==> src/include/flash_isp_pkg.sv <==
/*
  Constants and types for the flash programming status/config block.
  Assumes APB byte addresses, 32-bit words, one clock domain.
*/
package flash_isp_pkg;
  localparam logic [7:0]  OFS_CONTROL  = 8'h00;
  localparam logic [7:0]  OFS_ADDRESS  = 8'h04;
  localparam logic [7:0]  OFS_COMMAND  = 8'h0C;
  localparam logic [7:0]  OFS_TRIGGER  = 8'h10;
  localparam logic [7:0]  OFS_DF_START = 8'h14;
  localparam logic [7:0]  OFS_ACCESS   = 8'h18;
  localparam logic [7:0]  OFS_STATUS   = 8'h40;

  localparam int BIT_ENABLE    = 0;
  localparam int BIT_APP_UPD   = 3;
  localparam int BIT_CFG_UPD   = 4;
  localparam int BIT_LDR_UPD   = 5;
  localparam int BIT_FAIL      = 6;
  localparam int BIT_TRIGGER   = 0;
  localparam int BIT_LOW_FREQ  = 4;
  localparam int MAP_LSB       = 9;
  localparam int MAP_MSB       = 20;
  localparam int BOOT_LSB      = 1;
  localparam int BOOT_MSB      = 2;
  localparam int CFG0_BOOT_LSB = 6;
  localparam int CMD_W         = 6;
  localparam int MAP_W         = 12;

  localparam logic [CMD_W-1:0] CMD_READ    = 6'h00;
  localparam logic [CMD_W-1:0] CMD_READ_ID = 6'h04;
  localparam logic [CMD_W-1:0] CMD_PROGRAM = 6'h21;
  localparam logic [CMD_W-1:0] CMD_ERASE   = 6'h22;
  localparam logic [CMD_W-1:0] CMD_REMAP   = 6'h2E;

  localparam logic [31:0] DF_FIXED    = 32'h0001_F000;
  localparam int          BIG_KB      = 128;
  localparam logic [31:0] LDR_BASE    = 32'h0010_0000;
  localparam logic [31:0] LDR_BYTES   = 32'h0000_1000;
  localparam logic [31:0] CFG_BASE    = 32'h0030_0000;
  localparam logic [31:0] CFG_BYTES   = 32'h0000_0008;
  localparam logic [31:0] VEC_LIMIT   = 32'h0000_0200;
  localparam logic [8:0]  PAGE_OFS0   = 9'h000;
  localparam logic [1:0]  WORD_OFS0   = 2'h0;
  localparam logic [31:0] RESET_WORD  = 32'h0000_0000;
  localparam logic [MAP_W-1:0] MAP_RESET = 12'h000;

  typedef struct packed {
    logic loader_update;
    logic config_update_enable;
    logic app_update;
    logic isp_enable;
  } prog_ctrl_t;

  typedef enum logic [1:0] {ST_IDLE, ST_CHECK, ST_BUSY} seq_state_t;
endpackage

==> src/logic/flash_isp_status_regs.sv <==
/*
  Flash programming status and configuration registers with the trigger
  sequencer, fail checks and vector page remap, behind an APB slave.
  Assumes the flash core pulses op_done after each op_start and that
  protection_unlock comes from the system protection logic on pclk.
*/
// Chosen here: the APB interface to the registers.
// Functional notes
// data flash start register is 32-bit read only; writes are ignored
// 128 KB part loads data flash start from config word 1 at power-on
// 64/32 KB parts read data flash start as fixed 0x0001_F000
// access-time register bit 4 enables low frequency optimization
// software sets low frequency optimization only below 25 MHz
// low frequency optimization bit writable only while unlocked
// addresses 0 to 0x1FF redirect to vector map page plus nine bits
// vector map status field is read only, shows active mapping
// fail flag bit 6 set when application or loader writes itself; the code sets it only while that region's update bit is clear
// fail flag set on config erase/program without update enable
// fail flag set when destination address is illegal
// fail flag cleared only by software writing 1, while unlocked
// status fail flag and control bit 6 are one flag
// status bits 2:1 mirror boot selection of config word 0
// status bit 0 reads 1 during operation, cleared on finish
// status bit 0 read only, mirrors trigger register bit 0
// software unlocks protection with 0x59, 0x16, 0x88 uninterrupted
// setting trigger starts operation; hardware self-clears it on done
// remap command 0x2E targets page-aligned application/loader page
// successful remap loads vector map with target address bits 20:9
`timescale 1ns/1ns
module flash_isp_status_regs
  import flash_isp_pkg::*;
#(
  parameter int FLASH_KB = 128
) (
  input  wire logic        pclk,              // system clock
  input  wire logic        presetn,           // async reset, active low
  input  wire logic        clk_en,            // freezes all state when low
  input  wire logic        psel,              // apb select
  input  wire logic        penable,           // apb access phase
  input  wire logic        pwrite,            // apb direction
  input  wire logic [7:0]  paddr,             // apb byte address
  input  wire logic [31:0] pwdata,            // apb write data
  output logic      [31:0] prdata,            // apb read data
  output logic             pready,            // apb ready
  output logic             pslverr,           // apb error, unmapped
  input  wire logic        protection_unlock, // protected bits writable
  input  wire logic [31:0] user_config_word0, // config word 0
  input  wire logic [31:0] user_config_word1, // config word 1
  input  wire logic        running_from_loader, // cpu runs loader flash
  input  wire logic        op_done,           // flash core finished
  input  wire logic [31:0] fetch_addr,        // cpu flash address
  output logic      [31:0] flash_phys_addr,   // remapped flash address
  output logic             op_start,          // start pulse to core
  output logic      [5:0]  op_command,        // command to core
  output logic      [31:0] op_address,        // address to core
  output logic             low_freq_optimize, // access mode select
  output logic      [11:0] vector_page_map    // active vector page
);
  localparam logic [31:0] APP_BYTES = 32'(FLASH_KB * 1024);
  localparam bit          BIG_PART  = (FLASH_KB == BIG_KB);

  function automatic logic mapped(input logic [7:0] a);
    mapped = (a == OFS_CONTROL) || (a == OFS_ADDRESS) ||
             (a == OFS_COMMAND) || (a == OFS_TRIGGER) ||
             (a == OFS_DF_START) || (a == OFS_ACCESS) ||
             (a == OFS_STATUS);
  endfunction

  function automatic logic in_range(input logic [31:0] a,
                                    input logic [31:0] base,
                                    input logic [31:0] size);
    in_range = (a >= base) && (a < base + size);
  endfunction

  prog_ctrl_t       ctrl, next_ctrl;
  seq_state_t       state, next_state;
  logic             fail, next_fail;
  logic             trigger, next_trigger;
  logic             df_loaded, next_df_loaded;
  logic [31:0]      df_start, next_df_start;
  logic [1:0]       boot_sel, next_boot_sel;
  logic [31:0]      next_prdata;
  logic             next_pready, next_pslverr, next_op_start;
  logic [5:0]       next_op_command;
  logic [31:0]      next_op_address, next_phys;
  logic             next_low_freq;
  logic [11:0]      next_map;
  logic             wr_fire, wr_prot, is_write, in_app, in_ldr, in_cfg;
  logic             err_self, err_cfg, err_addr, any_err;
  logic [31:0]      status_word;

  assign wr_fire = psel && penable && pready && pwrite;
  assign wr_prot = wr_fire && protection_unlock;

  always_comb begin
    status_word = RESET_WORD;
    status_word[MAP_MSB:MAP_LSB] = vector_page_map;
    status_word[BIT_FAIL] = fail;
    status_word[BOOT_MSB:BOOT_LSB] = boot_sel;
    status_word[BIT_TRIGGER] = trigger;
  end

  always_comb begin
    is_write = (op_command == CMD_PROGRAM) || (op_command == CMD_ERASE);
    in_app = op_address < APP_BYTES;
    in_ldr = in_range(op_address, LDR_BASE, LDR_BYTES);
    in_cfg = in_range(op_address, CFG_BASE, CFG_BYTES);
    // self-write only counts when the region's update enable is off
    err_self = is_write && ((in_app && !running_from_loader &&
                             !ctrl.app_update) ||
                            (in_ldr && running_from_loader &&
                             !ctrl.loader_update));
    err_cfg = is_write && in_cfg && !ctrl.config_update_enable;
    err_addr = !(in_app || in_ldr || in_cfg) ||
               (op_address[1:0] != WORD_OFS0);
    if (op_command == CMD_REMAP) begin
      err_addr = !(in_app || in_ldr) ||
                 (op_address[MAP_LSB-1:0] != PAGE_OFS0);
    end
    any_err = err_self || err_cfg || err_addr;
  end

  always_comb begin
    next_ctrl = ctrl;
    next_state = state;
    next_trigger = trigger;
    next_df_loaded = df_loaded;
    next_df_start = df_start;
    next_boot_sel = boot_sel;
    next_op_start = 1'b0;
    next_op_command = op_command;
    next_op_address = op_address;
    next_low_freq = low_freq_optimize;
    next_map = vector_page_map;
    next_fail = fail;
    next_pready = psel && penable && !pready;
    next_pslverr = psel && penable && !pready && !mapped(paddr);
    next_prdata = prdata;
    // config words settle at power-on; caught once after reset release
    if (!df_loaded) begin
      next_df_loaded = 1'b1;
      next_df_start = BIG_PART ? user_config_word1 : DF_FIXED;
      next_boot_sel = user_config_word0[CFG0_BOOT_LSB +: 2];
    end
    if (psel && penable && !pready) begin
      case (paddr)
        OFS_CONTROL: begin
          next_prdata = RESET_WORD;
          next_prdata[BIT_FAIL] = fail;
          next_prdata[BIT_LDR_UPD] = ctrl.loader_update;
          next_prdata[BIT_CFG_UPD] = ctrl.config_update_enable;
          next_prdata[BIT_APP_UPD] = ctrl.app_update;
          next_prdata[BIT_ENABLE] = ctrl.isp_enable;
        end
        OFS_ADDRESS:  next_prdata = op_address;
        OFS_COMMAND:  next_prdata = {26'h0, op_command};
        OFS_TRIGGER:  next_prdata = {31'h0, trigger};
        OFS_DF_START: next_prdata = df_start;
        OFS_ACCESS: begin
          next_prdata = RESET_WORD;
          next_prdata[BIT_LOW_FREQ] = low_freq_optimize;
        end
        OFS_STATUS:   next_prdata = status_word;
        default:      next_prdata = RESET_WORD;
      endcase
    end
    if (wr_fire && (state == ST_IDLE)) begin
      if (paddr == OFS_ADDRESS) begin
        next_op_address = pwdata;
      end
      if (paddr == OFS_COMMAND) begin
        next_op_command = pwdata[CMD_W-1:0];
      end
    end
    if (wr_prot) begin
      if (paddr == OFS_CONTROL) begin
        next_ctrl.loader_update = pwdata[BIT_LDR_UPD];
        next_ctrl.config_update_enable = pwdata[BIT_CFG_UPD];
        next_ctrl.app_update = pwdata[BIT_APP_UPD];
        next_ctrl.isp_enable = pwdata[BIT_ENABLE];
      end
      if (paddr == OFS_ACCESS) begin
        next_low_freq = pwdata[BIT_LOW_FREQ];
      end
      if (((paddr == OFS_CONTROL) || (paddr == OFS_STATUS)) &&
          pwdata[BIT_FAIL]) begin
        next_fail = 1'b0;
      end
    end
    case (state)
      ST_IDLE: begin
        if (wr_prot && (paddr == OFS_TRIGGER) && pwdata[BIT_TRIGGER] &&
            ctrl.isp_enable) begin
          next_trigger = 1'b1;
          next_state = ST_CHECK;
        end
      end
      ST_CHECK: begin
        if (any_err) begin
          // the operation never starts; flag wins over a same-cycle clear
          next_fail = 1'b1;
          next_trigger = 1'b0;
          next_state = ST_IDLE;
        end else begin
          next_op_start = 1'b1;
          next_state = ST_BUSY;
        end
      end
      ST_BUSY: begin
        if (op_done) begin
          next_trigger = 1'b0;
          next_state = ST_IDLE;
          if (op_command == CMD_REMAP) begin
            next_map = op_address[MAP_MSB:MAP_LSB];
          end
        end
      end
      default: next_state = ST_IDLE;
    endcase
    // remap follows the map register, so a new page acts next cycle
    next_phys = fetch_addr;
    if (fetch_addr < VEC_LIMIT) begin
      next_phys = {11'h0, vector_page_map, fetch_addr[MAP_LSB-1:0]};
    end
  end

  always_ff @(posedge pclk or negedge presetn) begin
    if (!presetn) begin
      ctrl              <= '0;
      state             <= ST_IDLE;
      fail              <= 1'b0;
      trigger           <= 1'b0;
      df_loaded         <= 1'b0;
      df_start          <= RESET_WORD;
      boot_sel          <= 2'h0;
      prdata            <= RESET_WORD;
      pready            <= 1'b0;
      pslverr           <= 1'b0;
      op_start          <= 1'b0;
      op_command        <= CMD_READ;
      op_address        <= RESET_WORD;
      flash_phys_addr   <= RESET_WORD;
      low_freq_optimize <= 1'b0;
      vector_page_map   <= MAP_RESET;
    end else if (clk_en) begin
      ctrl              <= next_ctrl;
      state             <= next_state;
      fail              <= next_fail;
      trigger           <= next_trigger;
      df_loaded         <= next_df_loaded;
      df_start          <= next_df_start;
      boot_sel          <= next_boot_sel;
      prdata            <= next_prdata;
      pready            <= next_pready;
      pslverr           <= next_pslverr;
      op_start          <= next_op_start;
      op_command        <= next_op_command;
      op_address        <= next_op_address;
      flash_phys_addr   <= next_phys;
      low_freq_optimize <= next_low_freq;
      vector_page_map   <= next_map;
    end
  end

  property p_df_ro;
    @(posedge pclk) disable iff (!presetn)
      (clk_en && df_loaded && wr_fire && paddr == OFS_DF_START)
      |=> $stable(df_start);
  endproperty
  a_df_ro: assert property (p_df_ro)
    else $error("df start changed");

  // config words are static levels, so the loaded copy must match
  property p_df_fixed;
    @(posedge pclk) disable iff (!presetn)
      df_loaded |->
      (df_start == (BIG_PART ? user_config_word1 : DF_FIXED));
  endproperty
  a_df_fixed: assert property (p_df_fixed)
    else $error("df start wrong");

  property p_lfo_locked;
    @(posedge pclk) disable iff (!presetn)
      (clk_en && wr_fire && !protection_unlock && paddr == OFS_ACCESS)
      |=> $stable(low_freq_optimize);
  endproperty
  a_lfo_locked: assert property (p_lfo_locked)
    else $error("lfo written while locked");

  property p_remap_addr;
    @(posedge pclk) disable iff (!presetn)
      (clk_en && fetch_addr < VEC_LIMIT) |=>
      (flash_phys_addr == {11'h0, $past(vector_page_map),
                           $past(fetch_addr[MAP_LSB-1:0])});
  endproperty
  a_remap_addr: assert property (p_remap_addr)
    else $error("vector fetch not redirected");

  property p_fail_set;
    @(posedge pclk) disable iff (!presetn)
      (clk_en && state == ST_CHECK && any_err) |=>
      (fail && !trigger && !op_start);
  endproperty
  a_fail_set: assert property (p_fail_set)
    else $error("fail flag not set");

  property p_fail_clear;
    @(posedge pclk) disable iff (!presetn)
      (clk_en && wr_prot && paddr == OFS_STATUS && pwdata[BIT_FAIL] &&
       !(state == ST_CHECK && any_err)) |=> !fail;
  endproperty
  a_fail_clear: assert property (p_fail_clear)
    else $error("fail flag not cleared");

  property p_done_clears;
    @(posedge pclk) disable iff (!presetn)
      (clk_en && state == ST_BUSY && op_done) |=>
      (!trigger && state == ST_IDLE);
  endproperty
  a_done_clears: assert property (p_done_clears)
    else $error("trigger not self-cleared");

  property p_start_pulse;
    @(posedge pclk) disable iff (!presetn)
      (clk_en && state == ST_CHECK && !any_err) |=>
      (op_start && trigger) ##1 !op_start;
  endproperty
  a_start_pulse: assert property (p_start_pulse)
    else $error("start pulse wrong");

  property p_map_load;
    @(posedge pclk) disable iff (!presetn)
      (clk_en && state == ST_BUSY && op_done && op_command == CMD_REMAP)
      |=> (vector_page_map == $past(op_address[MAP_MSB:MAP_LSB]));
  endproperty
  a_map_load: assert property (p_map_load)
    else $error("vector map not loaded");

  // read data was captured on the same enabled edge that raised pready
  property p_status_mirror;
    @(posedge pclk) disable iff (!presetn)
      (pready && psel && penable && !pwrite && paddr == OFS_STATUS &&
       $past(clk_en)) |->
      (prdata[BIT_TRIGGER] == $past(trigger)) &&
      (prdata[MAP_MSB:MAP_LSB] == $past(vector_page_map)) &&
      (prdata[BIT_FAIL] == $past(fail));
  endproperty
  a_status_mirror: assert property (p_status_mirror)
    else $error("status view mismatch");
endmodule

==> config.mk <==
export PLATFORM = sky130hd
export DESIGN_NAME = flash_isp_status_regs
export DESIGN_NICKNAME = d
export VERILOG_FILES = /design/src/include/flash_isp_pkg.sv /design/src/logic/flash_isp_status_regs.sv
export SDC_FILE = /design/constraint.sdc
export NUM_CORES = 1
export LEC_CHECK = 0
export BUFFER_PORTS_ARGS = -buffer_cell sky130_fd_sc_hd__buf_2
export CORE_ASPECT_RATIO = 0.8
export CORE_MARGIN = 2
export CORE_UTILIZATION = 55
export CTS_BUF_LIST = sky130_fd_sc_hd__clkbuf_2
export DETAILED_ROUTE_END_ITERATION = 10
export PLACE_DENSITY = 0.88
export SYNTH_ARGS = -nofsm -noshare
export SYNTH_HDL_FRONTEND = slang
export SYNTH_SLANG_ARGS = --single-unit
==> constraint.sdc <==
create_clock -name pclk -period 3.8 [get_ports pclk]
set_input_delay 0.76 -clock pclk [delete_from_list [all_inputs] [get_ports pclk]]
set_output_delay 0.76 -clock pclk [all_outputs]
set_load 0.03 [all_outputs]
-- Word-level counts from Yosys, hierarchy flattened
Cells that the tools add are included.
- register bits after elaboration: 161
- output and inout bits: 118
- input port bits: 145
- logic and storage cells: 114
- bitwise gates (word level): 1
- mux-type cells: 17
- equality and inequality tests: 14
- reductions and logical operators: 57
- magnitude comparators: 6
- operator list (kind ; number):
    $pmux W32 S7 ; 1
    $ge A32 B21 Y1 const B ; 1
    $ge A32 B22 Y1 const B ; 1
    $lt A32 B10 Y1 const B ; 1
    $lt A32 B18 Y1 const B ; 1
    $lt A32 B21 Y1 const B ; 1
    $lt A32 B22 Y1 const B ; 1
    $mux W32 ; 1
    $eq A8 B5 Y1 const B ; 3
    $logic_and A1 B1 Y1 ; 20
    $eq A6 B6 Y1 const B ; 3
    $logic_or A1 B1 Y1 ; 15
    $reduce_and A3 Y1 ; 5
    $mux W1 ; 10
    $reduce_bool A9 Y1 ; 1
    $eq A8 B3 Y1 const B ; 1
    $eq A8 B4 Y1 const B ; 1
    $eq A8 B7 Y1 const B ; 1
    $logic_not A1 Y1 ; 8
    $logic_not A8 Y1 ; 1
    $mux W2 ; 3
    $pmux W2 S3 ; 1
    $reduce_and A5 Y1 ; 1
    $ne A2 B2 Y1 const B ; 2
    10 further kinds ; 11

-- Longest topological paths before layout
Gate-level depths: netlist of the first run.
- depth in word-level cells: 10
- depth in mapped cells: 8
- depth with buffers taken out: 6

-- Worst setup path after synthesis of the first run
OpenSTA, ideal clock, no wires.
- kind: input -> register
- from: input port paddr[4]
- to: register op_address[0]
- buffers on the path: 3
- arrival time: 2.378 ns
- library setup time: 0.125 ns
- cell stages on the path: 7
- setup slack: 1.297 ns
- data required time: 3.675 ns
- cell sequence: clkbuf_1 > nor4_1 > and3_1 > and3_1 > clkbuf_1 > buf_2 > mux2_2
- longest elaborated chain between the ends: 2
- ends and longest elaborated chain (item ; line ; text):
    start: declaration ; flash_isp_status_regs.sv:41 ; input wire logic [7:0] paddr,
    $eq A8 B3 Y1 ; flash_isp_status_regs.sv:168 ; if (paddr == OFS_ADDRESS) begin
    $reduce_and A3 Y1 (no source line) ; n/a ;
    end signal: assignment ; flash_isp_status_regs.sv:258 ; op_address <= next_op_address;
    end: declaration ; flash_isp_status_regs.sv:55 ; output logic [31:0] op_address,
No other way between the ends.
A chain may end at the register's enable or synchronous reset.

-- Final worst setup path of the first run
- from: register op_address[15]
- to: register fail
- longest elaborated chain between the ends: 10
- elaborated cells on any way between the ends: 26
- ends and longest elaborated chain (item ; line ; text):
    $ge A32 B21 Y1 / $lt A32 B21 Y1 (equally long branches) ; flash_isp_status_regs.sv:72 ; in_range = (a >= base) && (a < base + size);
    $logic_and A1 B1 Y1 ; flash_isp_status_regs.sv:72 ;
    $logic_or A1 B1 Y1 / $logic_and A1 B1 Y1 (equally long branches) ; flash_isp_status_regs.sv:114, flash_isp_status_regs.sv:117, flash_isp_status_regs.sv:111 ;
    $logic_or A1 B1 Y1 / $logic_and A1 B1 Y1 (equally long branches) ; flash_isp_status_regs.sv:114, flash_isp_status_regs.sv:111 ;
    $logic_not A1 Y1 / $logic_or A1 B1 Y1 (equally long branches) ; flash_isp_status_regs.sv:114, flash_isp_status_regs.sv:110 ;
    $logic_or A1 B1 Y1 / $logic_and A1 B1 Y1 (equally long branches) ; flash_isp_status_regs.sv:114, flash_isp_status_regs.sv:109 ;
    $mux W1 / $logic_or A1 B1 Y1 (equally long branches) ; flash_isp_status_regs.sv:116, flash_isp_status_regs.sv:120 ;
    $logic_or A1 B1 Y1 * ; flash_isp_status_regs.sv:120 ; any_err = err_self || err_cfg || err_addr;
    $mux W1 * ; flash_isp_status_regs.sv:199 ; if (any_err) begin
    $mux W1 * ; flash_isp_status_regs.sv:190 ; case (state)
    end signal: assignment ; flash_isp_status_regs.sv:248 ; fail <= next_fail;
    end: declaration ; flash_isp_status_regs.sv:77 ; logic fail, next_fail;
Every way passes the cells marked *; elsewhere a longest branch is shown, timed or not.

==> results of run 1 <==
metal layers:
layer,wire length (um),vias up
met5,13,-
met4,403,2
met3,1830,48
met2,8990,298
met1,7450,2788
li1,-,2459
cell type report:
type	count	area [sq um]	share of cell area (%)
sequential	161	4030	47.7
tap	152	190	2.25
clock buffer	17	85.1	1.01
inverter	5	18.8	0.222
clock inverter	14	213	2.52
multi-input combinational	345	2670	31.6
timing repair buffer	241	1250	14.8
how the worst max path moves through the flow:
stage	start	end	slack, ns
2_1_floorplan	paddr[4]	op_address[0]	1.30
3_5_place_dp	paddr[4]	op_command[1]	1.03
5_1_grt	op_address[15]	fail	1.19
3_3_place_gp	paddr[4]	op_command[0]	1.10
4_1_cts	op_address[15]	fail	1.32
6_report	op_address[15]	fail	1.31
report_power, final:
part	switching (mW)	internal, mW	total (mW)
Sequential	0.0434	1.79	1.84
Clock	0.614	0.496	1.11
Combinational	0.204	0.136	0.340
Total	0.862	2.43	3.29
cells by family after synthesis:
| kind of cell | Yosys count | synth area share [%] |
|---|---|---|
| flops | 161 | 58.9 |
| mux | 117 | 19.2 |
| buf+inv | 40 | 2.29 |
| fa+ha+maj | 4 | 0.732 |
| xor+xnor | 3 | 0.384 |
| compound gates | 106 | 10.1 |
| simple gates | 115 | 8.38 |
metrics by stage:
stage | power [mW] | instance area, sq um | cells
global placement | 2.19 | 8150 | 904
floorplan | 2.04 | 6840 | 546
global route | 3.42 | 8450 | 935
finish | 3.29 | 8450 | 935
CTS | 3.30 | 8450 | 935
detailed placement | 2.21 | 8150 | 904
cell usage after synthesis, types with 3 or more instances:
library cell	count
o21ai_0	36
buf_2	5
xnor2_1	3
a221oi_1	3
nor4_1	11
buf_1	3
clkbuf_1	27
nor3_1	6
dfrtp_1	161
nand2b_1	4
a21oi_1	27
mux2_2	113
nand2_1	40
inv_1	5
nor2_1	22
and3_1	4
nand3b_1	3
ha_1	4
nand3_1	8
mux2i_1	4
a22oi_1	13
and4_1	3
a222oi_1	15
sequential cells by signal (all words and copies together), names as in the netlist, 2 cells and up:
register and count:
df_start 32, prdata 32, ctrl 4, vector_page_map 12
op_command 6, boot_sel 2, flash_phys_addr 32, op_address 32
state 2
worst reg2reg max path, stage by stage, from the launching register on:
cell	delay [ns]
dfrtp_1	0.48
or4_4	0.58
or3b_1	0.38
or4_1	0.42
o21ai_2	0.19
nand2_1	0.07
a32o_1	0.26
==> flow_summary.json, run 1 <==
{
  "cts.sinks": 161,
  "clk_latency_ns": 0.76,
  "grt_util_met1_pct": 36.8,
  "worst_path_dominant_cell_family": "simple AND/OR/NAND/NOR gates",
  "floorplan.io_pins": 263,
  "num-nets-final": 920,
  "globalRoute.totalOverflow": 0,
  "fp-row-count": 36,
  "dpl.hpwl_um": 13300,
  "vdd.ir_drop.worst_mv": 0.245,
  "m2_gr_usage_pct": 44.9,
  "placeableCoreArea_sq_mm": 0.0122,
  "worst_hold_path_type": "input port to asynchronous set/reset pin",
  "synthesis.area_per_instance_sq_um": 12.5,
  "filler_cell_count": 892,
  "clkTransAtPathRegs_ns": 0.25,
  "drv_slew": 0,
  "worst-setup-path-type": "flop to flop",
  "netlist_top_cells_area": "dfrtp_1 (59%), mux2_2 (19%), o21ai_0 (2.6%)",
  "cp.buffers_inverters": 0,
  "gp_congestion": 0.900,
  "ant_nets_after_route": 0,
  "via_count_of_the_first_global_routing_pass": 5627,
  "drt_pass1_iterations": 5,
  "synth-warning-count": 0,
  "grt_setup_unrepaired": "false",
  "hold_viol_final": 0,
  "die_width_um": 129,
  "antenna_found_initial": 1,
  "grt_first_pass_wirelength_um": 29300,
  "timing.hold.ws_ns": 0.0478,
  "mappedNetlistNets": 695,
  "post-route-worst-setup-slack_ns": 1.31,
  "die_area_sq_mm": 0.0133,
  "detailroute.via_count": 5595,
  "regToRegEndpoint": "fail",
  "p_leak_nw": 4.29,
  "edff_count_synth": 0,
  "grt_util_met3_pct": 8.83,
  "h-tree-depth": 4,
  "finalSetupViolations": 0,
  "pwr_dens_mw_per_mm2": 389,
  "synth_area_sq_mm": 0.00684,
  "hold_buffers": 0,
  "route.final.wire_length_um": 18700,
  "max_slew.worst_pin.slew_ns": 1.19,
  "max-cap-violations": 0,
  "reg2reg_from": "op_address[15]",
  "drive_above_1_share_pct": 49.7,
  "yosys.area.top_type_share_pct": 58.9,
  "final_util_pct": 69.5,
  "global_route.usage.total_pct": 28.4,
  "start_util_pct": 56.2,
  "clock_skew_ns": 0.0384,
  "outcome": "finished, final reports clean",
  "fin_tns_setup_ns": 0,
  "worstSetupStartpointType": "flop",
  "critPathSlowestCell": "or4_4",
  "clockBufferDepth": 2,
  "io_buffer_count": 232,
  "post_drt_via_cell_ratio": 5.98,
  "synth-seq-area-share_pct": 58.9,
  "post_synth_inst_count": 546,
  "synthDistinctLibCells": 43,
  "post_cts.repair.setup_buffers": 0,
  "pin_count_of_the_biggest_net_entering_global_routing": 96,
  "tritoncts_clock_tree": "done",
  "rel_slew_slack_pct": 20.6,
  "worstPathArrival_ns": 3.13,
  "syn_to_final_growth_pct": 23.6,
  "final_cell_mix": "buf_2 (231), dfrtp_1 (161), mux2_2 (113)",
  "r2r.worst_path.cells": 6,
  "worstPathMaxFanout": 5,
  "cp_num_cells": 6,
  "final_worst_path_period_share_pct": 65.5,
  "grt.busiest_layer": "met2",
  "critical_path.cell_chain": "or4_4, or3b_1, or4_1, o21ai_2, nand2_1, a32o_1",
  "worst_case_register_to_register_setup_slack_ns": 1.31,
  "timing.fmax_mhz": 402,
  "first_iter_violations": 479,
  "preCtsSetupSlack_ns": 1.03,
  "dominantRegCellSynth": "dfrtp_1",
  "cts_buffers": 17,
  "required_ns": 4.44,
  "drc_errors": 0,
  "antennaDiodeCount": 0,
  "postSynthRegisterBits": 161,
  "final_period_minus_worst_setup_slack_ns": 2.49,
  "mostFrequentLayoutCell": "buf_2",
  "worst_path_largest_cell_delay_ns": 0.58,
  "fp.dieH_um": 104,
  "post_cts.resized_instances": 0,
  "end_kind": "flop",
  "async_flop_share_pct": 100,
  "routed_wire_length_per_instance_um": 20.0,
  "clock-root-buffer": "clkbuf_2",
  "yosys.area.top_type": "dfrtp_1"
}
No activity file was read; power rests on OpenSTA's default activity.
==> inputs of run 2 (changes only) <==
Settings changed: ABC_AREA set to 1, CORE_UTILIZATION 55 to 46, PLACE_DENSITY 0.88 to 0.78.
Clock period 3.8 ns to 2.15 ns, I/O delays scaled along.
==> run 2 against run 1 <==
  * Power grew 74%
  * Critical endpoint is now op_address[6]
  * Sequential cell count is the same
  * Die area increased by 23%
  * Core utilization is 3.9 points lower
  * Hold slack better by 0.050 ns
  * Largest cell class unchanged
==> flow_summary.json, run 2 <==
{
  "synth-warning-count": 0,
  "vdd.ir_drop.worst_mv": 0.578,
  "end_kind": "primary output",
  "synthesis.area_per_instance_sq_um": 8.48,
  "clockPowerShare_pct": 31.3,
  "worstSetupStartpointType": "flop",
  "synth_area_sq_mm": 0.00709,
  "critical_path.cell_chain": "buf_2",
  "gp_congestion": 0.857,
  "p_leak_nw": 5.30,
  "synth-seq-area-share_pct": 56.8,
  "worst_path_largest_cell_delay_ns": 0.53,
  "finalPower_mw": 5.73,
  "num-nets-final": 1325,
  "final_cell_mix": "buf_2 (231), nand2_1 (208), dfrtp_1 (161)",
  "drt_pass1_iterations": 5,
  "hold_viol_final": 0,
  "cp.buffers_inverters": 1,
  "clock_skew_ns": 0.0153,
  "yosys.area.top_type": "dfrtp_1",
  "grt_setup_unrepaired": "false",
  "max-cap-violations": 0,
  "drv_slew": 0,
  "worst_path_dominant_cell_family": "flip-flops",
  "mostFrequentLayoutCell": "buf_2",
  "total_non_filler_cell_area_in_the_finished_layout_sq_mm": 0.00988,
  "die_width_um": 143,
  "fp.dieH_um": 115,
  "detailroute.via_count": 7116,
  "pin_count_of_the_biggest_net_entering_global_routing": 65,
  "post_synth_mux_area_share_pct": 2.06,
  "timing.fmax_mhz": 511,
  "clockBufferDepth": 2,
  "max_slew.worst_pin.slew_ns": 0.895,
  "fp-row-count": 40,
  "start_util_pct": 47.1,
  "fin_tns_setup_ns": 0,
  "mappedNetlistNets": 985,
  "critPathSlowestCell": "dfrtp_1",
  "timing.hold.ws_ns": 0.0982,
  "clk_latency_ns": 0.75,
  "post_drt_via_cell_ratio": 5.08,
  "ant_nets_after_route": 0,
  "synthAdderAreaFrac_pct": 0.706,
  "drc_errors": 0,
  "placement.cell_area_sq_mm": 0.00862,
  "post_synth_inst_count": 836,
  "synth_most_common_cell": "nand2_1",
  "routed_wire_length_per_instance_um": 16.4,
  "clkTransAtPathRegs_ns": 0.24,
  "synth_common_cells": "nand2_1 (209), dfrtp_1 (161), inv_1 (86)",
  "synth_simple_gate_area_share_pct": 19.3,
  "worstPathArrival_ns": 1.53,
  "drive_above_1_share_pct": 27.3,
  "worstPathMaxFanout": 4,
  "pwr_dens_mw_per_mm2": 580,
  "worst_hold_path_type": "input port to flop",
  "global_route.usage.total_pct": 28.4,
  "antenna_found_initial": 1,
  "finalSetupViolations": 0,
  "rel_slew_slack_pct": 40.3,
  "postSynthRegisterBits": 161,
  "placeableCoreArea_sq_mm": 0.0151,
  "final_worst_path_period_share_pct": 91.0,
  "required_ns": 1.72,
  "pwr-share-seq_pct": 55.2,
  "final_period_minus_worst_setup_slack_ns": 1.96,
  "outcome": "finished, final reports clean",
  "filler_cell_count": 1198,
  "cts_buffers": 17,
  "synthDistinctLibCells": 28,
  "net-switching-power_mw": 1.64,
  "dpl.hpwl_um": 15300,
  "cts.sinks": 161,
  "tritoncts_clock_tree": "done",
  "edff_count_synth": 0,
  "yosys.area.top_type_share_pct": 56.8,
  "globalRoute.totalOverflow": 0,
  "p_int_mw": 4.10,
  "h-tree-depth": 4,
  "floorplan.io_pins": 263,
  "grt_first_pass_wirelength_um": 35700,
  "die_area_sq_mm": 0.0164,
  "synth_xor_area_share_pct": 0,
  "first_iter_violations": 508,
  "dominant_combinational_cell_family_by_area_after_synthesis": "simple AND/OR/NAND/NOR gates",
  "io_buffer_count": 232,
  "netlist_top_cells_area": "dfrtp_1 (57%), nand2_1 (11%), a21oi_1 (5.4%)",
  "via_count_of_the_first_global_routing_pass": 7135,
  "clock-root-buffer": "clkbuf_2",
  "p_sw_share_pct": 28.5,
  "synthesized_area_fraction_occupied_by_ao_oa_aoi_and_oai_cells_pct": 13.7,
  "route.final.wire_length_um": 22900,
  "syn_to_final_growth_pct": 39.4,
  "worst-setup-path-type": "flop to primary output",
  "async_flop_share_pct": 100,
  "dominantRegCellSynth": "dfrtp_1",
  "p_comb_share_pct": 13.4
}
-- run 2: cell count changes after synthesis, sizes merged, moves of 14 or more --
| cell | delta |
|---|---|
| a21oi | +49 |
| a222oi | -15 |
| inv | +93 |
| mux2 | -100 |
| nand2 | +171 |
| nand3 | +14 |
| nor2 | +61 |
| o21ai | +53 |
| o22ai | +16 |
-- run 2: per-layer routing --
layer / wire, um / share of wire [%] / GRT usage [%] / up-vias
met3: 2010 / 8.8 / 7.79 / 29
li1: - / - / - / 3368
met2: 10800 / 47 / 47.6 / 340
met4: 320 / 1.4 / 7.59 / 0
met5: 0 / 0 / 0 / -
met1: 9730 / 42 / 37.0 / 3379
-- run 2: power groups by stage --
stage | registers (mW) | clock network, mW | logic, mW
global placement | 3.21 | 0 | 0.604
detailed placement | 3.21 | 0 | 0.614
floorplan | 3.34 | 0 | 0.182
CTS | 3.16 | 1.85 | 0.756
finish | 3.17 | 1.80 | 0.769
global route | 3.18 | 1.95 | 0.843
-- run 2: area by class of cell --
cell class | count | area, sq um | share of cell area (%)
Clock inverter | 15 | 183 | 1.85
Timing Repair Buffer | 357 | 2400 | 24.3
Multi-Input combinational cell | 540 | 2540 | 25.7
Clock buffer | 17 | 85.1 | 0.861
Antenna cell | 1 | 2.50 | 0.0253
Sequential cell | 161 | 4030 | 40.8
Inverter | 99 | 373 | 3.77
Tap cell | 210 | 263 | 2.66
-- run 2: what timing repair did --
action	in CTS	in global routing
gates resized for setup	0	1
hold buffers	99	0
endpoints found under the hold margin	235	0
endpoints found under the setup margin	0	2
setup buffers	0	0
-- run 2: per-stage QoR --
step                cells  util (%)  worst slack, ns
floorplan             836         -            0.570
global placement     1268      57.2            0.280
detailed placement   1268      57.2            0.235
CTS                  1399      65.5            0.169
global route         1400      65.6            0.119
finish               1400      65.6            0.193
-- run 2: cell families (layout without fill, tap and decap cells) --
group / after synthesis / count (layout)
muxes: 13 / 13
AOI/OAI and AO/OA: 188 / 188
DFF: 161 / 161
other: 0 / 1
and+or+nand+nor: 335 / 335
adders and majority gates: 4 / 4
buffers and inverters: 135 / 488
-- run 2: path summary, 6_finish.rpt --
| check | from | to | slack, ns | cells after the start |
|---|---|---|---|---|
| worst min-delay path | paddr[7] | fail | 0.1 | 5 |
| worst max-delay path | op_address[6] | op_address[6] | 0.19 | 1 |
| max in group asynchronous | presetn | op_address[26] | 1.27 | 3 |
| worst max register to register | state[0] | op_address[23] | 0.25 | 8 |
| min in group asynchronous | presetn | flash_phys_addr[13] | 0.16 | 2 |
| worst min register to register | df_loaded | df_loaded | 0.50 | 2 |
==> inputs of run 3 (changes only) <==
Settings changed: RECOVER_POWER set to 100.
==> run 3 against run 2 <==
  * Routed wire length is 0.11% lower
  * Final cell count stayed put
  * Critical path depth is 7 higher
  * Combinational power is 4.0% lower
  * Clock skew is 0.0049 ns higher
  * Sequential share of layout area is 0.86 points higher
  * Critical endpoint is now flash_phys_addr[14]
==> flow_summary.json, run 3 (synthesis gave the netlist of run 2 again) <==
{
  "fin_tns_setup_ns": 0,
  "critPathSlowestCell": "dlygate4sd3_1",
  "dpl.hpwl_um": 15300,
  "finalSetupViolations": 0,
  "routed_wire_length_per_instance_um": 16.3,
  "global_route.usage.total_pct": 28.4,
  "clk_latency_ns": 0.74,
  "die_area_sq_mm": 0.0164,
  "drive_above_1_share_pct": 18.3,
  "globalRoute.totalOverflow": 0,
  "worst-setup-path-type": "input port to flop",
  "drv_slew": 0,
  "end_kind": "flop",
  "clockPowerShare_pct": 31.6,
  "first_iter_violations": 545,
  "cts.sinks": 161,
  "tritoncts_clock_tree": "done",
  "preCtsSetupSlack_ns": 0.235,
  "worstPathArrival_ns": 2.67,
  "numPlacedInstances": 1268,
  "grt_setup_unrepaired": "false",
  "start_util_pct": 47.1,
  "clock_skew_ns": 0.0202,
  "post-route-worst-setup-slack_ns": 0.135,
  "filler_cell_count": 1280,
  "syn_to_final_growth_pct": 36.5,
  "pwr_dens_mw_per_mm2": 590,
  "die_width_um": 143,
  "rel_slew_slack_pct": 19.3,
  "fp.dieH_um": 115,
  "outcome": "finished, final reports clean",
  "fp-row-count": 40,
  "final_util_pct": 64.2,
  "final_period_minus_worst_setup_slack_ns": 2.02,
  "pwr-share-seq_pct": 55.5,
  "io_buffer_count": 232,
  "hold_viol_final": 0,
  "detailroute.via_count": 7148,
  "final_cell_mix": "nand2_1 (209), dfrtp_1 (161), buf_2 (112)",
  "r2r.worst_path.cells": 8,
  "p_int_mw": 4.07,
  "clock-root-buffer": "clkbuf_2",
  "regToRegEndpoint": "op_address[18]",
  "worstPathMaxFanout": 7,
  "placeableCoreArea_sq_mm": 0.0151,
  "pin_count_of_the_biggest_net_entering_global_routing": 65,
  "max-cap-violations": 0,
  "via_count_of_the_first_global_routing_pass": 7135,
  "critical_path.cell_chain": "dlygate4sd3_1, clkbuf_1, nor4_1, nand3_1, nor3_1, buf_4, a21oi_1, o21ai_0",
  "p_sw_share_pct": 28.7,
  "drc_errors": 0,
  "vdd.ir_drop.worst_mv": 0.578,
  "worst_path_largest_cell_delay_ns": 0.55,
  "h-tree-depth": 4,
  "num-nets-final": 1325,
  "placement.cell_area_sq_mm": 0.00862,
  "final_worst_path_period_share_pct": 93.7,
  "drt_pass1_iterations": 7,
  "worstSetupStartpointType": "input port",
  "reg2reg_from": "state[0]",
  "required_ns": 2.81,
  "crit_start": "fetch_addr[22]",
  "clkTransAtPathRegs_ns": 0.22,
  "gp_congestion": 0.857,
  "p_comb_share_pct": 12.9,
  "cp-endpoint": "flash_phys_addr[14]",
  "timing.fmax_mhz": 496,
  "route.final.wire_length_um": 22900,
  "cts_buffers": 17,
  "worst_hold_path_type": "input port to flop",
  "max_slew.worst_pin.slew_ns": 1.21,
  "ant_nets_after_route": 0,
  "mostFrequentLayoutCell": "nand2_1",
  "floorplan.io_pins": 263,
  "total_non_filler_cell_area_in_the_finished_layout_sq_mm": 0.00968,
  "worst_case_register_to_register_setup_slack_ns": 0.24,
  "p_leak_nw": 4.93,
  "net-switching-power_mw": 1.64,
  "antenna_found_initial": 1,
  "clockBufferDepth": 2,
  "finalNonFillerCells": 1400,
  "post_drt_via_cell_ratio": 5.11,
  "grt_first_pass_wirelength_um": 35700
}
[run 3: changes by cell type in the layout (fill, tap and decap cells not counted), moves of 2 or more]
cell      change
buf_12        -3
buf_2       -119
buf_4         -3
clkbuf_1    +103
clkbuf_2     +21
nor3_1        +2
o21ai_0      +48
o21ai_1      -48
[run 3: worst min-delay path by stage]
stage / endpoint / cells after the start / slack, ns / start
6_report: fail / 5 / 0.11 / paddr[7]
5_1_grt: flash_phys_addr[0] / 4 / 0.05 / clk_en
4_1_cts: flash_phys_addr[7] / 4 / 0.05 / clk_en
3_5_place_dp: flash_phys_addr[13] / 1 / 0.40 / presetn
3_3_place_gp: flash_phys_addr[13] / 1 / 0.40 / presetn
2_1_floorplan: boot_sel[0] / 0 / 0.13 / presetn
[run 3: worst max-delay path, delay by kind of cell]
kind	cells	cell delay [ns]
buffers and inverters	3	0.94
AOI/OAI and AO/OA	2	0.26
and+or+nand+nor	3	1.03
[run 3: final cells by class]
cell class                      count  area [sq um]  area share, %
Antenna cell                        1          2.50         0.0259
Clock buffer                       17          85.1          0.879
Clock inverter                     15           183           1.89
Inverter                           99           373           3.85
Multi-Input combinational cell    540          2520           26.1
Sequential cell                   161          4030           41.6
Tap cell                          210           263           2.72
Timing Repair Buffer              357          2220           22.9
[run 3: repair_timing]
item,CTS,global route
hold buffers,99,0
setup buffers,0,0
setup endpoints to repair,0,2
gates resized for setup,0,1
endpoints found under the hold margin,235,0
[run 3: metrics by stage]
step | total power [mW] | hold WS [ns]
final | 5.71 | 0.111
after global routing | 5.94 | 0.0541
after CTS | 5.76 | 0.0487
after detailed placement | 3.83 | 0.399
after global placement | 3.82 | 0.400
after floorplan | 3.52 | 0.134
[run 3: power groups by stage]
stage          clock, mW  combinational, mW  sequential (mW)
2_1_floorplan          0              0.182             3.34
3_3_place_gp           0              0.604             3.21
3_5_place_dp           0              0.614             3.21
4_1_cts             1.85              0.756             3.16
5_1_grt             1.95              0.813             3.18
6_report            1.80              0.738             3.17
[run 3: routing by layer]
layer / vias to the layer above / share of wire [%] / global-route usage (%)
met5: - / 0 / 0
met4: 0 / 1.6 / 7.59
met3: 35 / 8.6 / 7.79
met2: 345 / 47 / 47.6
met1: 3397 / 43 / 37.0
li1: 3371 / - / -
